File: src/design/pdn_params.svh
// Constants for the port direction negotiation block
`ifndef PDN_PARAMS_SVH
`define PDN_PARAMS_SVH

// Number of slow ports and their width
`define PDN_NUM_PORTS 4
`define PDN_PORT_W 8

// Bit positions in the direction pattern
`define PDN_DIR_A_BIT 0
`define PDN_DIR_B_BIT 1
`define PDN_DIR_C_BIT 2
`define PDN_DIR_D_BIT 3
`define PDN_DIR_FAST_BIT 4
`define PDN_DIR_W 5

// Low means output in the direction pattern
`define PDN_DIR_OUT 1'b0

// Reset values
`define PDN_RST_DIR 5'h1F
`define PDN_RST_VAL 32'h0000_0000
`define PDN_RST_REL 4'h0
`define PDN_PIN_IDLE 8'hFF

// Release masks
`define PDN_REL_MASK_NONE 4'h0
`define PDN_REL_MASK_A 4'h1
`define PDN_REL_MASK_ALL 4'hF

// Read selects
`define PDN_RD_SEL_W 2

`endif

File: src/design/pdn_pkg.sv
// Types shared by the port direction negotiation block
package pdn_pkg;

   // Tristate release carried by a configuration command
   typedef enum logic [1:0] {
      PDN_REL_KEEP,
      PDN_REL_NONE,
      PDN_REL_A_ONLY,
      PDN_REL_ALL
   } pdn_rel_e;

endpackage

File: src/design/pdn_port_if.sv
// Carrier between the control logic and one port slice
`timescale 1ns/1ps
interface pdn_port_if;
   logic [7:0] val;
   logic is_out;
   logic released;
   logic [7:0] sampled;

   modport ctl (
      output val,
      output is_out,
      output released,
      input sampled
   );

   modport slice (
      input val,
      input is_out,
      input released,
      output sampled
   );
endinterface

File: src/design/pdn_port_slice.sv
// One 8-bit port: pin synchroniser and tristate driver
`timescale 1ns/1ps
`include "pdn_params.svh"
module pdn_port_slice (
   // Clock and reset
   input logic mclk,
   input logic rst,
   // Control side
   pdn_port_if.slice p,
   // Pins
   input logic [7:0] pin_in,
   output logic [7:0] pin_out,
   output logic [7:0] pin_oe
);
   import pdn_pkg::*;

   logic [7:0] meta_q;
   logic [7:0] meta_d;
   logic [7:0] sync_q;
   logic [7:0] sync_d;

   // Two stages; only the second stage is read by the block
   always_comb begin
      meta_d = pin_in;
      sync_d = meta_q;
   end

   // Idle level is the pulled-up high of an undriven line
   always_ff @(posedge mclk) begin
      if (rst) begin
         meta_q <= `PDN_PIN_IDLE;
         sync_q <= `PDN_PIN_IDLE;
      end else begin
         meta_q <= meta_d;
         sync_q <= sync_d;
      end
   end

   assign p.sampled = sync_q;

   // An input port drops its output value and never drives
   assign pin_out = p.is_out ? p.val : 8'h00;
   assign pin_oe = {8{p.released & p.is_out}};
endmodule

File: src/design/pdn_top.sv
// Port direction control for the four slow ports
`timescale 1ns/1ps
`include "pdn_params.svh"
module pdn_top (
   // Clock and reset
   input logic mclk,
   input logic rst,
   // Configuration command
   input logic cmd_valid,
   input logic [4:0] cmd_dir,
   input logic [31:0] cmd_init,
   input pdn_pkg::pdn_rel_e cmd_release,
   output logic cmd_done,
   output logic cmd_cd_forced,
   // Port read
   input logic rd_valid,
   input logic rd_all,
   input logic [1:0] rd_sel,
   output logic rd_ack,
   output logic [31:0] rd_data,
   // Status
   output logic [4:0] port_dir,
   output logic [3:0] port_released,
   output logic fast_dir,
   // Port A pins
   input logic [7:0] pa_in,
   output logic [7:0] pa_out,
   output logic [7:0] pa_oe,
   // Port B pins
   input logic [7:0] pb_in,
   output logic [7:0] pb_out,
   output logic [7:0] pb_oe,
   // Port C pins
   input logic [7:0] pc_in,
   output logic [7:0] pc_out,
   output logic [7:0] pc_oe,
   // Port D pins
   input logic [7:0] pd_in,
   output logic [7:0] pd_out,
   output logic [7:0] pd_oe
);
   import pdn_pkg::*;

   // Configuration state
   logic [4:0] dir_q;
   logic [4:0] dir_d;
   logic [31:0] val_q;
   logic [31:0] val_d;
   logic [3:0] rel_q;
   logic [3:0] rel_d;

   // Command events
   logic done_q;
   logic done_d;
   logic forced_q;
   logic forced_d;

   // Read state
   logic ack_q;
   logic ack_d;
   logic [31:0] rdat_q;
   logic [31:0] rdat_d;

   // Pins gathered for the slice loop
   logic [7:0] pin_in_w [4];
   logic [7:0] pin_out_w [4];
   logic [7:0] pin_oe_w [4];
   logic [7:0] sampled_w [4];

   // C/D override terms
   logic c_dir_req;
   logic d_dir_req;
   logic c_dir_eff;
   logic cd_clash;

   // One carrier per port, indexed like the pattern bits
   pdn_port_if port_if [4] ();

   // Port C is set opposite to D when both ask for the same direction
   assign c_dir_req = cmd_dir[`PDN_DIR_C_BIT];
   assign d_dir_req = cmd_dir[`PDN_DIR_D_BIT];
   assign cd_clash = (c_dir_req == d_dir_req);
   assign c_dir_eff = cd_clash ? ~d_dir_req : c_dir_req;

   // KEEP lets software reload values without touching tristate
   // Configuration group
   always_comb begin
      dir_d = dir_q;
      val_d = val_q;
      rel_d = rel_q;
      if (cmd_valid) begin
         // Directions, values and release all change in one step
         dir_d = cmd_dir;
         dir_d[`PDN_DIR_C_BIT] = c_dir_eff;
         val_d = cmd_init;
         // No mask form exists that frees B, C or D without the rest
         case (cmd_release)
            PDN_REL_KEEP: rel_d = rel_q;
            PDN_REL_NONE: rel_d = `PDN_REL_MASK_NONE;
            PDN_REL_A_ONLY: rel_d = `PDN_REL_MASK_A;
            PDN_REL_ALL: rel_d = `PDN_REL_MASK_ALL;
            default: rel_d = `PDN_REL_MASK_NONE;
         endcase
      end
   end

   // Values are cleared too, so a later release never drives stale data
   // Reset leaves every port tristated and set as input
   always_ff @(posedge mclk) begin
      if (rst) begin
         dir_q <= `PDN_RST_DIR;
         val_q <= `PDN_RST_VAL;
         rel_q <= `PDN_RST_REL;
      end else begin
         dir_q <= dir_d;
         val_q <= val_d;
         rel_q <= rel_d;
      end
   end

   // Both events are pulses; software watches done, not a level
   // Command event group
   always_comb begin
      done_d = cmd_valid;
      forced_d = cmd_valid & cd_clash;
   end

   always_ff @(posedge mclk) begin
      if (rst) begin
         done_q <= 1'b0;
         forced_q <= 1'b0;
      end else begin
         done_q <= done_d;
         forced_q <= forced_d;
      end
   end

   // Pins reach a read three edges late: two sync stages and the read
   // Read group; a read sees the pins whatever the direction
   always_comb begin
      ack_d = rd_valid;
      rdat_d = rdat_q;
      if (rd_valid) begin
         if (rd_all) begin
            rdat_d = {sampled_w[3], sampled_w[2], sampled_w[1], sampled_w[0]};
         end else begin
            rdat_d = {24'h00_0000, sampled_w[rd_sel]};
         end
      end
   end

   // Read data holds until the next read; ack alone marks fresh data
   always_ff @(posedge mclk) begin
      if (rst) begin
         ack_q <= 1'b0;
         rdat_q <= 32'h0000_0000;
      end else begin
         ack_q <= ack_d;
         rdat_q <= rdat_d;
      end
   end

   // Fixed order A, B, C, D matches the pattern bit order
   // Pin packing
   assign pin_in_w[0] = pa_in;
   assign pin_in_w[1] = pb_in;
   assign pin_in_w[2] = pc_in;
   assign pin_in_w[3] = pd_in;
   assign pa_out = pin_out_w[0];
   assign pb_out = pin_out_w[1];
   assign pc_out = pin_out_w[2];
   assign pd_out = pin_out_w[3];
   assign pa_oe = pin_oe_w[0];
   assign pb_oe = pin_oe_w[1];
   assign pc_oe = pin_oe_w[2];
   assign pd_oe = pin_oe_w[3];

   // Each slice owns its synchroniser, so no raw pin reaches a decision
   // Port slices; pattern bit g gives the direction of port g
   for (genvar g = 0; g < `PDN_NUM_PORTS; g++) begin : g_port
      assign port_if[g].val = val_q[8*g +: 8];
      assign port_if[g].is_out = (dir_q[g] == `PDN_DIR_OUT);
      assign port_if[g].released = rel_q[g];
      assign sampled_w[g] = port_if[g].sampled;

      pdn_port_slice u_slice (
         .mclk(mclk),
         .rst(rst),
         .p(port_if[g]),
         .pin_in(pin_in_w[g]),
         .pin_out(pin_out_w[g]),
         .pin_oe(pin_oe_w[g])
      );
   end

   // Status comes straight from flops and settles one edge after a command
   // Outputs
   assign cmd_done = done_q;
   assign cmd_cd_forced = forced_q;
   assign rd_ack = ack_q;
   assign rd_data = rdat_q;
   assign port_dir = dir_q;
   assign port_released = rel_q;
   // Fast bus direction is only reported; its own logic lies elsewhere
   assign fast_dir = dir_q[`PDN_DIR_FAST_BIT];
endmodule

File: config.mk
export PLATFORM = sky130hd
export DESIGN_NAME = pdn_top
export DESIGN_NICKNAME = d
export VERILOG_FILES = /design/src/design/pdn_pkg.sv /design/src/design/pdn_port_if.sv /design/src/design/pdn_port_slice.sv /design/src/design/pdn_top.sv
export VERILOG_INCLUDE_DIRS = /design/src /design/src/design
export SDC_FILE = /design/constraint.sdc
export NUM_CORES = 1
export LEC_CHECK = 0
export BUFFER_PORTS_ARGS = -buffer_cell sky130_fd_sc_hd__buf_2
export CORE_MARGIN = 2
export CORE_UTILIZATION = 50
export DETAILED_ROUTE_END_ITERATION = 16
export PLACE_DENSITY_LB_ADDON = 0.1
export SLEW_MARGIN = 30
export SYNTH_ARGS = -nofsm -noshare
export SYNTH_HDL_FRONTEND = slang
export SYNTH_SLANG_ARGS = --single-unit
File: constraint.sdc
create_clock -name mclk -period 1.09 [get_ports mclk]
set_input_delay 0.0545 -clock mclk [delete_from_list [all_inputs] [get_ports mclk]]
set_output_delay 0.0545 -clock mclk [all_outputs]
set_load 0.05 [all_outputs]
==> flow_results.xml, run 1 <==
<?xml version="1.0" encoding="UTF-8"?>
<metrics>
  <group name="sta">
    <metric name="tightestPinTransition" unit="ns">0.462</metric>
    <metric name="finalClockSkew" unit="ns">0.00592</metric>
    <metric name="finalSetupViolations" unit="">75</metric>
    <metric name="final_min_period_over_clock_period" unit="%">134</metric>
    <metric name="achievable-frequency" unit="GHz">0.684</metric>
    <metric name="final.setup.tns" unit="ns">-21.33</metric>
    <metric name="layout_min_cycle_time" unit="ns">1.46</metric>
    <metric name="max_slew_margin" unit="%">69.2</metric>
    <metric name="finalHoldViolations" unit="">0</metric>
    <metric name="final_critical_path_setup_slack" unit="ns">-0.373</metric>
    <metric name="hold-worst-slack" unit="ns">0.0915</metric>
    <metric name="drv_slew" unit="">0</metric>
    <metric name="rsz0062_at_grt" unit="">yes</metric>
  </group>
  <group name="global_route">
    <metric name="overflow" unit="">0</metric>
    <metric name="grt_first_pass_wirelength" unit="um">22500</metric>
    <metric name="grt.met1_usage" unit="%">30.1</metric>
    <metric name="groute.layer.met3.usage" unit="%">6.32</metric>
    <metric name="grt.met2_usage" unit="%">42.9</metric>
    <metric name="grt_pass1_vias" unit="">4472</metric>
    <metric name="antenna_found_initial" unit="">2</metric>
    <metric name="globalRoute.busiestLayer" unit="">met2</metric>
    <metric name="track_usage" unit="%">25.4</metric>
    <metric name="grt_max_degree" unit="">63</metric>
  </group>
  <group name="finish">
    <metric name="area_growth" unit="%">69.1</metric>
    <metric name="layout-drive-gt1-share" unit="%">54.6</metric>
    <metric name="final_core_util" unit="%">87.1</metric>
    <metric name="stdcell_count" unit="">918</metric>
    <metric name="layout.cell_area.non_filler" unit="sq mm">0.00899</metric>
    <metric name="finalNetCount" unit="">847</metric>
  </group>
  <group name="clock_network">
    <metric name="htree_num_levels" unit="">4</metric>
    <metric name="cts_tree" unit="">built</metric>
    <metric name="ctsRootBufferMaster" unit="">sky130_fd_sc_hd__clkbuf_8</metric>
    <metric name="cts_buffers" unit="">17</metric>
    <metric name="clock_insertion_delay_worst_skew" unit="ns">0.52</metric>
    <metric name="cts.reportedPaths.clkPinSlew" unit="ns">0.06</metric>
    <metric name="cts.path.max_buffers" unit="">2</metric>
    <metric name="clock_sinks" unit="">138</metric>
  </group>
  <group name="floorplanning">
    <metric name="initial_core_util" unit="%">51.5</metric>
    <metric name="die_y_extent" unit="um">107</metric>
    <metric name="dieWidth" unit="um">107</metric>
    <metric name="design.portCount" unit="">187</metric>
    <metric name="fp.coreArea" unit="sq mm">0.0103</metric>
    <metric name="core.rowCount" unit="">37</metric>
    <metric name="area_of_the_die" unit="sq mm">0.0115</metric>
  </group>
  <group name="place">
    <metric name="detailedPlace.worstSlack" unit="ns">-0.0622</metric>
    <metric name="dpl.hpwl" unit="um">8180</metric>
    <metric name="port-buffer-count" unit="">186</metric>
    <metric name="detailed_place.area" unit="sq mm">0.00630</metric>
    <metric name="dp_cells" unit="">783</metric>
    <metric name="gpl.final_weighted_congestion" unit="">0.833</metric>
  </group>
  <group name="run_status">
    <metric name="violated_checks" unit="">setup timing</metric>
    <metric name="status" unit="">finished with violations</metric>
  </group>
  <group name="synth">
    <metric name="ys_dominant_reg_cell" unit="">sky130_fd_sc_hd__dfxtp_1</metric>
    <metric name="synth_seq_cells" unit="">138</metric>
    <metric name="synth_cell_type_count" unit="">27</metric>
    <metric name="syn_avg_cell_area" unit="sq um">10.4</metric>
    <metric name="seq_total_area_yosys" unit="%">52.0</metric>
    <metric name="ys_async_sr_fraction" unit="%">0</metric>
    <metric name="syn_inst" unit="">510</metric>
    <metric name="nets_in_the_synthesized_netlist" unit="">590</metric>
    <metric name="post_synth_edffs" unit="">0</metric>
    <metric name="mappedNetlistArea" unit="sq mm">0.00532</metric>
    <metric name="yosys_warnings" unit="">0</metric>
  </group>
  <group name="critical_path">
    <metric name="worst_setup_path_end_kind" unit="">output port</metric>
    <metric name="cpPeakStageDelay" unit="ns">0.38</metric>
    <metric name="crit_type" unit="">reg2out</metric>
    <metric name="startpoint" unit="">port_released[2]</metric>
    <metric name="worstPathCellList" unit="">nor2b_4 -&gt; buf_4</metric>
    <metric name="timing.critical_path.arrival" unit="ns">1.41</metric>
    <metric name="slowest_stage" unit="">sky130_fd_sc_hd__dfxtp_4</metric>
    <metric name="critPathMaxFanout" unit="">8</metric>
    <metric name="worst_r2r_startpoint" unit="">g_port[3].u_slice.p.sampled[6]</metric>
    <metric name="critical_path.startpoint_type" unit="">register</metric>
    <metric name="critPathRequiredTime" unit="ns">1.04</metric>
  </group>
  <group name="hold_path">
    <metric name="timing.hold.worst.start" unit="">cmd_valid</metric>
    <metric name="hold_path.class" unit="">in2reg</metric>
  </group>
  <group name="routing">
    <metric name="antenna_left" unit="">0</metric>
    <metric name="wl" unit="um">16900</metric>
    <metric name="drcViolationCount" unit="">0</metric>
    <metric name="drt_first_pass_iters" unit="">4</metric>
    <metric name="avgViaCountPerCell" unit="">5.00</metric>
    <metric name="dr.first_iter.drc_count" unit="">267</metric>
    <metric name="wl_per_cell" unit="um">18.4</metric>
    <metric name="detailroute.via_count" unit="">4593</metric>
  </group>
  <group name="power_and_ir_drop">
    <metric name="totalPowerFinal" unit="mW">13.7</metric>
    <metric name="power-per-cell-area" unit="mW/mm^2">1530</metric>
    <metric name="total_leakage_power" unit="nW">3.95</metric>
    <metric name="vdd.ir_drop.worst" unit="V">0.00109</metric>
  </group>
  <group name="job">
    <metric name="max_cap_check_violation_count" unit="">0</metric>
  </group>
</metrics>
final timing paths:
kind                               endpoint  slack [ns]  cells after the start
max                                pb_oe[1]       -0.37                      2
min                             port_dir[0]        0.09                      3
min reg2reg  g_port[1].u_slice.p.sampled[0]        0.41                      1
max reg2reg                      rd_data[6]        0.07                      3
cells in the mapped netlist (3+ instances only):
cell	count	area, sq um
sky130_fd_sc_hd__a211o_1	4	35.0
sky130_fd_sc_hd__a21oi_1	26	130
sky130_fd_sc_hd__and2b_1	13	97.6
sky130_fd_sc_hd__buf_2	8	40.0
sky130_fd_sc_hd__buf_4	39	293
sky130_fd_sc_hd__buf_6	7	78.8
sky130_fd_sc_hd__clkbuf_1	11	41.3
sky130_fd_sc_hd__dfxtp_1	138	2760
sky130_fd_sc_hd__inv_1	3	11.3
sky130_fd_sc_hd__mux2_4	6	90.1
sky130_fd_sc_hd__mux2i_1	32	320
sky130_fd_sc_hd__nand2b_1	10	62.6
sky130_fd_sc_hd__nor2_1	66	248
sky130_fd_sc_hd__nor2b_1	53	332
sky130_fd_sc_hd__o32ai_2	15	244
sky130_fd_sc_hd__or2_2	65	407
layout by cell type (no fill, tap or decap), types with 4 or more instances in the layout:
master                          netlist  layout
sky130_fd_sc_hd__buf_2                8      75
sky130_fd_sc_hd__inv_8                0       5
sky130_fd_sc_hd__buf_12               0      14
sky130_fd_sc_hd__mux2_4               6       6
sky130_fd_sc_hd__or2_2               65      65
sky130_fd_sc_hd__buf_4               39      38
sky130_fd_sc_hd__dfxtp_4              0      11
sky130_fd_sc_hd__nor2b_4              0      33
sky130_fd_sc_hd__o32ai_2             15      15
sky130_fd_sc_hd__and2b_1             13      13
sky130_fd_sc_hd__dlygate4sd3_1        0      76
sky130_fd_sc_hd__dfxtp_1            138      97
sky130_fd_sc_hd__a21oi_1             26      26
sky130_fd_sc_hd__dfxtp_2              0      30
sky130_fd_sc_hd__buf_8                0      50
sky130_fd_sc_hd__inv_6                0       4
sky130_fd_sc_hd__nor2b_1             53      17
sky130_fd_sc_hd__nand2b_1            10       9
sky130_fd_sc_hd__clkbuf_16            0      16
sky130_fd_sc_hd__buf_6                7      50
sky130_fd_sc_hd__a211o_1              4       4
sky130_fd_sc_hd__nor2_1              66      66
sky130_fd_sc_hd__mux2i_1             32      32
state kept, by name, indices dropped and copies added, names as in the netlist:
name and count:
g_port.u_slice.p.sampled 32, val_q 32, cmd_cd_forced 1, port_released 2
g_port.u_slice.meta_q 32, cmd_done 1, rd_data 32, rd_ack 1
port_dir 5
cell type report:
type,instances,area (sq um)
antenna,2,5.00
fill,452,1340
clock buffer,17,414
sequential,138,2840
inverter,3,11.3
multi-input combinational,304,2350
tap,136,170
clock inverter,15,183
timing repair buffer,303,3020
power by group:
part	switching, mW	internal (mW)
clock	2.44	3.36
sequential	0.221	5.33
combinational	1.19	1.17
worst max-delay path, delay by kind of cell (launching register included):
family	cells	cell delay, ns
flip-flops	1	0.38
AND/OR/NAND/NOR	1	0.26
buffers and inverters	1	0.25
cells by family after synthesis:
group                      count (synthesis)  synth area share [%]
AOI/OAI and AO/OA                         49                  8.40
buffers and inverters                     68                  8.73
adders and majority gates                  2                 0.471
muxes                                     40                  8.14
DFF                                      138                  52.0
and+or+nand+nor                          213                  22.3
repair_timing:
item,4_1_cts,5_1_grt
buffers inserted,11,15
endpoints found under the hold margin,77,0
setup endpoints to repair,109,110
resized for setup,256,85
hold buffers,76,0
metal layers:
| layer | up-vias | share of wire [%] |
|---|---|---|
| met2 | 237 | 51 |
| met4 | 0 | 4.7 |
| li1 | 2141 | - |
| met3 | 63 | 6.3 |
| met1 | 2152 | 38 |
| met5 | - | 0 |
Power figures use the tool's default switching activity.
==> inputs of run 2 (changes only) <==
--- a/config.mk
+++ b/config.mk
@@ -6,8 +6,9 @@
 export SDC_FILE = /design/constraint.sdc
 export NUM_CORES = 1
 export LEC_CHECK = 0
+export ABC_AREA = 0
 export BUFFER_PORTS_ARGS = -buffer_cell sky130_fd_sc_hd__buf_2
-export CORE_MARGIN = 2
+export CORE_MARGIN = 3
 export CORE_UTILIZATION = 50
 export DETAILED_ROUTE_END_ITERATION = 16
 export PLACE_DENSITY_LB_ADDON = 0.1
==> run 2 against run 1 <==
Against the previous run: critical path depth increased by 1; register-to-register slack worse by 0.13 ns; core utilization rose by 1.7 points; sequential power about the same; worst hold slack got worse by 0.055 ns; first-iteration DRC count down 6.0%; largest power group unchanged; clock power is 3% lower; die area grew 3.8%; the flow still finishes with violations (setup timing); largest cell class unchanged.
==> flow_results.xml, run 2 (same netlist as run 1, synthesis figures left out) <==
<?xml version="1.0" encoding="UTF-8"?>
<metrics>
  <group name="run_status">
    <metric name="status" unit="">finished with violations</metric>
    <metric name="violated_checks" unit="">setup timing</metric>
  </group>
  <group name="global_route">
    <metric name="grt_first_pass_wirelength" unit="um">24200</metric>
    <metric name="antenna_found_initial" unit="">0</metric>
    <metric name="grt_pass1_vias" unit="">4699</metric>
    <metric name="grt_max_degree" unit="">66</metric>
    <metric name="overflow" unit="">0</metric>
    <metric name="track_usage" unit="%">27.4</metric>
  </group>
  <group name="critical_path">
    <metric name="worst_setup_path_end_kind" unit="">output port</metric>
    <metric name="reg2reg_depth" unit="">4</metric>
    <metric name="cp_top_family" unit="">flip-flops</metric>
    <metric name="critical_path.startpoint_type" unit="">register</metric>
    <metric name="crit_type" unit="">reg2out</metric>
    <metric name="critPathMaxFanout" unit="">5</metric>
    <metric name="slowest_stage" unit="">sky130_fd_sc_hd__dfxtp_4</metric>
    <metric name="cpPeakStageDelay" unit="ns">0.38</metric>
    <metric name="timing.rr.end" unit="">port_dir[1]</metric>
    <metric name="worst_path_depth" unit="">3</metric>
    <metric name="worstPathCellList" unit="">nor2b_4 -&gt; buf_6 -&gt; buf_8</metric>
    <metric name="regToRegSetupSlack" unit="ns">-0.06</metric>
    <metric name="cp_num_buf_inv" unit="">2</metric>
    <metric name="crit_path_end" unit="">pd_oe[0]</metric>
    <metric name="critPathRequiredTime" unit="ns">1.04</metric>
    <metric name="startpoint" unit="">port_released[2]</metric>
    <metric name="worst_r2r_startpoint" unit="">port_dir[1]</metric>
    <metric name="timing.critical_path.arrival" unit="ns">1.43</metric>
  </group>
  <group name="finish">
    <metric name="area_growth" unit="%">72.4</metric>
    <metric name="n_fill_cell" unit="">439</metric>
    <metric name="stdcell_count" unit="">921</metric>
    <metric name="antenna_cells" unit="">0</metric>
    <metric name="multi_input_comb_area" unit="sq mm">0.00237</metric>
    <metric name="layout-drive-gt1-share" unit="%">54.0</metric>
    <metric name="layout.cells.most_common_list" unit="">sky130_fd_sc_hd__dfxtp_1 (97), sky130_fd_sc_hd__dlygate4sd3_1 (79), sky130_fd_sc_hd__buf_2 (76)</metric>
    <metric name="layout_commonest_cell" unit="">sky130_fd_sc_hd__dfxtp_1</metric>
    <metric name="layout.area.seq" unit="sq mm">0.00284</metric>
    <metric name="finalNetCount" unit="">854</metric>
  </group>
  <group name="routing">
    <metric name="drt_first_pass_iters" unit="">4</metric>
    <metric name="wl_per_cell" unit="um">19.5</metric>
    <metric name="avgViaCountPerCell" unit="">5.00</metric>
    <metric name="wl" unit="um">17900</metric>
    <metric name="drcViolationCount" unit="">0</metric>
    <metric name="detailroute.via_count" unit="">4606</metric>
    <metric name="antenna_left" unit="">0</metric>
    <metric name="dr.first_iter.drc_count" unit="">251</metric>
  </group>
  <group name="clock_network">
    <metric name="clock_insertion_delay_worst_skew" unit="ns">0.52</metric>
    <metric name="cts.reportedPaths.clkPinSlew" unit="ns">0.06</metric>
    <metric name="clock_sinks" unit="">138</metric>
    <metric name="cts_buffers" unit="">17</metric>
    <metric name="ctsRootBufferMaster" unit="">sky130_fd_sc_hd__clkbuf_8</metric>
    <metric name="cts_tree" unit="">built</metric>
    <metric name="cts.path.max_buffers" unit="">2</metric>
    <metric name="htree_num_levels" unit="">4</metric>
  </group>
  <group name="floorplanning">
    <metric name="area_of_the_die" unit="sq mm">0.0119</metric>
    <metric name="core.rowCount" unit="">37</metric>
    <metric name="fp.coreArea" unit="sq mm">0.0103</metric>
    <metric name="initial_core_util" unit="%">51.5</metric>
    <metric name="design.portCount" unit="">187</metric>
    <metric name="die_y_extent" unit="um">109</metric>
    <metric name="dieWidth" unit="um">109</metric>
  </group>
  <group name="sta">
    <metric name="finalSetupViolations" unit="">77</metric>
    <metric name="finalClockSkew" unit="ns">0.00754</metric>
    <metric name="hold-worst-slack" unit="ns">0.0366</metric>
    <metric name="drv_slew" unit="">0</metric>
    <metric name="tightestPinTransition" unit="ns">0.495</metric>
    <metric name="layout_min_cycle_time" unit="ns">1.48</metric>
    <metric name="final_min_period_over_clock_period" unit="%">136</metric>
    <metric name="max_slew_margin" unit="%">67.0</metric>
    <metric name="finalHoldViolations" unit="">0</metric>
    <metric name="achievable-frequency" unit="GHz">0.676</metric>
    <metric name="final_critical_path_setup_slack" unit="ns">-0.390</metric>
    <metric name="rsz0062_at_grt" unit="">yes</metric>
  </group>
  <group name="job">
    <metric name="max_cap_check_violation_count" unit="">0</metric>
  </group>
  <group name="place">
    <metric name="dp_cells" unit="">784</metric>
    <metric name="dpl.hpwl" unit="um">8430</metric>
    <metric name="gpl.final_weighted_congestion" unit="">0.827</metric>
    <metric name="port-buffer-count" unit="">186</metric>
  </group>
  <group name="power_and_ir_drop">
    <metric name="total_leakage_power" unit="nW">4.00</metric>
    <metric name="power-per-cell-area" unit="mW/mm^2">1480</metric>
    <metric name="vdd.ir_drop.worst" unit="V">0.000997</metric>
  </group>
  <group name="hold_path">
    <metric name="hold_path.class" unit="">in2reg</metric>
  </group>
</metrics>
==> run 2: cell count changes in the layout (fill, tap and decap cells not counted), moves of 3 or more <==
cell	delta
sky130_fd_sc_hd__inv_8	-5
sky130_fd_sc_hd__buf_4	-5
sky130_fd_sc_hd__nor2b_2	-3
sky130_fd_sc_hd__clkbuf_16	+3
sky130_fd_sc_hd__inv_6	-4
sky130_fd_sc_hd__buf_6	-8
sky130_fd_sc_hd__nor2b_4	+3
sky130_fd_sc_hd__clkbuf_1	+4
sky130_fd_sc_hd__buf_12	+5
sky130_fd_sc_hd__buf_8	+11
sky130_fd_sc_hd__dlygate4sd3_1	+3
==> run 2: timing repair <==
item / in CTS / in global routing
buffers inserted: 16 / 13
gates resized for setup: 294 / 89
hold endpoints to repair: 96 / 2
setup endpoints to repair: 109 / 114
hold buffers: 81 / 1
==> run 2: where the power goes <==
part,switching [mW],internal (mW)
combinational,1.22,1.21
clock,2.07,3.54
sequential,0.223,5.33
==> run 2: area by class of cell <==
class	count	area share (%)
clock buffers	26	5.80
clock inverters	4	0.560
inverters	3	0.123
multi-input cells	304	25.8
flip-flops and latches	138	31.0
well taps	136	1.86
repair buffers	310	34.8
==> run 2: how the worst min path moves through the flow <==
stage	start	to	slack, ns	cells after the start
after global placement	pb_in[1]	g_port[1].u_slice.meta_q[1]	0.24	2
after detailed placement	pc_in[3]	g_port[2].u_slice.meta_q[3]	0.24	2
after CTS	rst	rd_data[15]	0.01	3
after global routing	rst	rd_data[9]	0.04	3
after floorplan	pa_in[0]	g_port[0].u_slice.meta_q[0]	0.16	1
final	rst	val_q[23]	0.04	3
==> run 2: routing by layer <==
| layer | global-route usage, % | share of wire, % |
|---|---|---|
| met5 | 0 | 0 |
| met1 | 29.6 | 37 |
| met3 | 6.93 | 5.7 |
| met2 | 47.9 | 52 |
| met4 | 16.6 | 5.0 |
==> run 2: through the flow <==
stage          total power [mW]  setup TNS (ns)  utilization (%)  worst slack, ns  area, sq um
6_report                   13.6          -22.33             88.8           -0.390         9160
5_1_grt                    14.0          -26.40             88.8           -0.445         9160
4_1_cts                    13.3          -23.93             84.5           -0.357         8720
3_5_place_dp               7.19         -0.0272             60.9          -0.0173         6280
3_3_place_gp               7.16               0             60.9           0.0292         6280
2_1_floorplan              6.77           -2.13                -          -0.0770         5550
==> run 2: worst reg2reg max path, delay by kind of cell, from the launching register on <==
kind / cells / cell delay [ns]
buffers and inverters: 2 / 0.28
AO/OA/AOI/OAI: 1 / 0.24
flip-flops: 1 / 0.39
AND/OR/NAND/NOR: 1 / 0.12
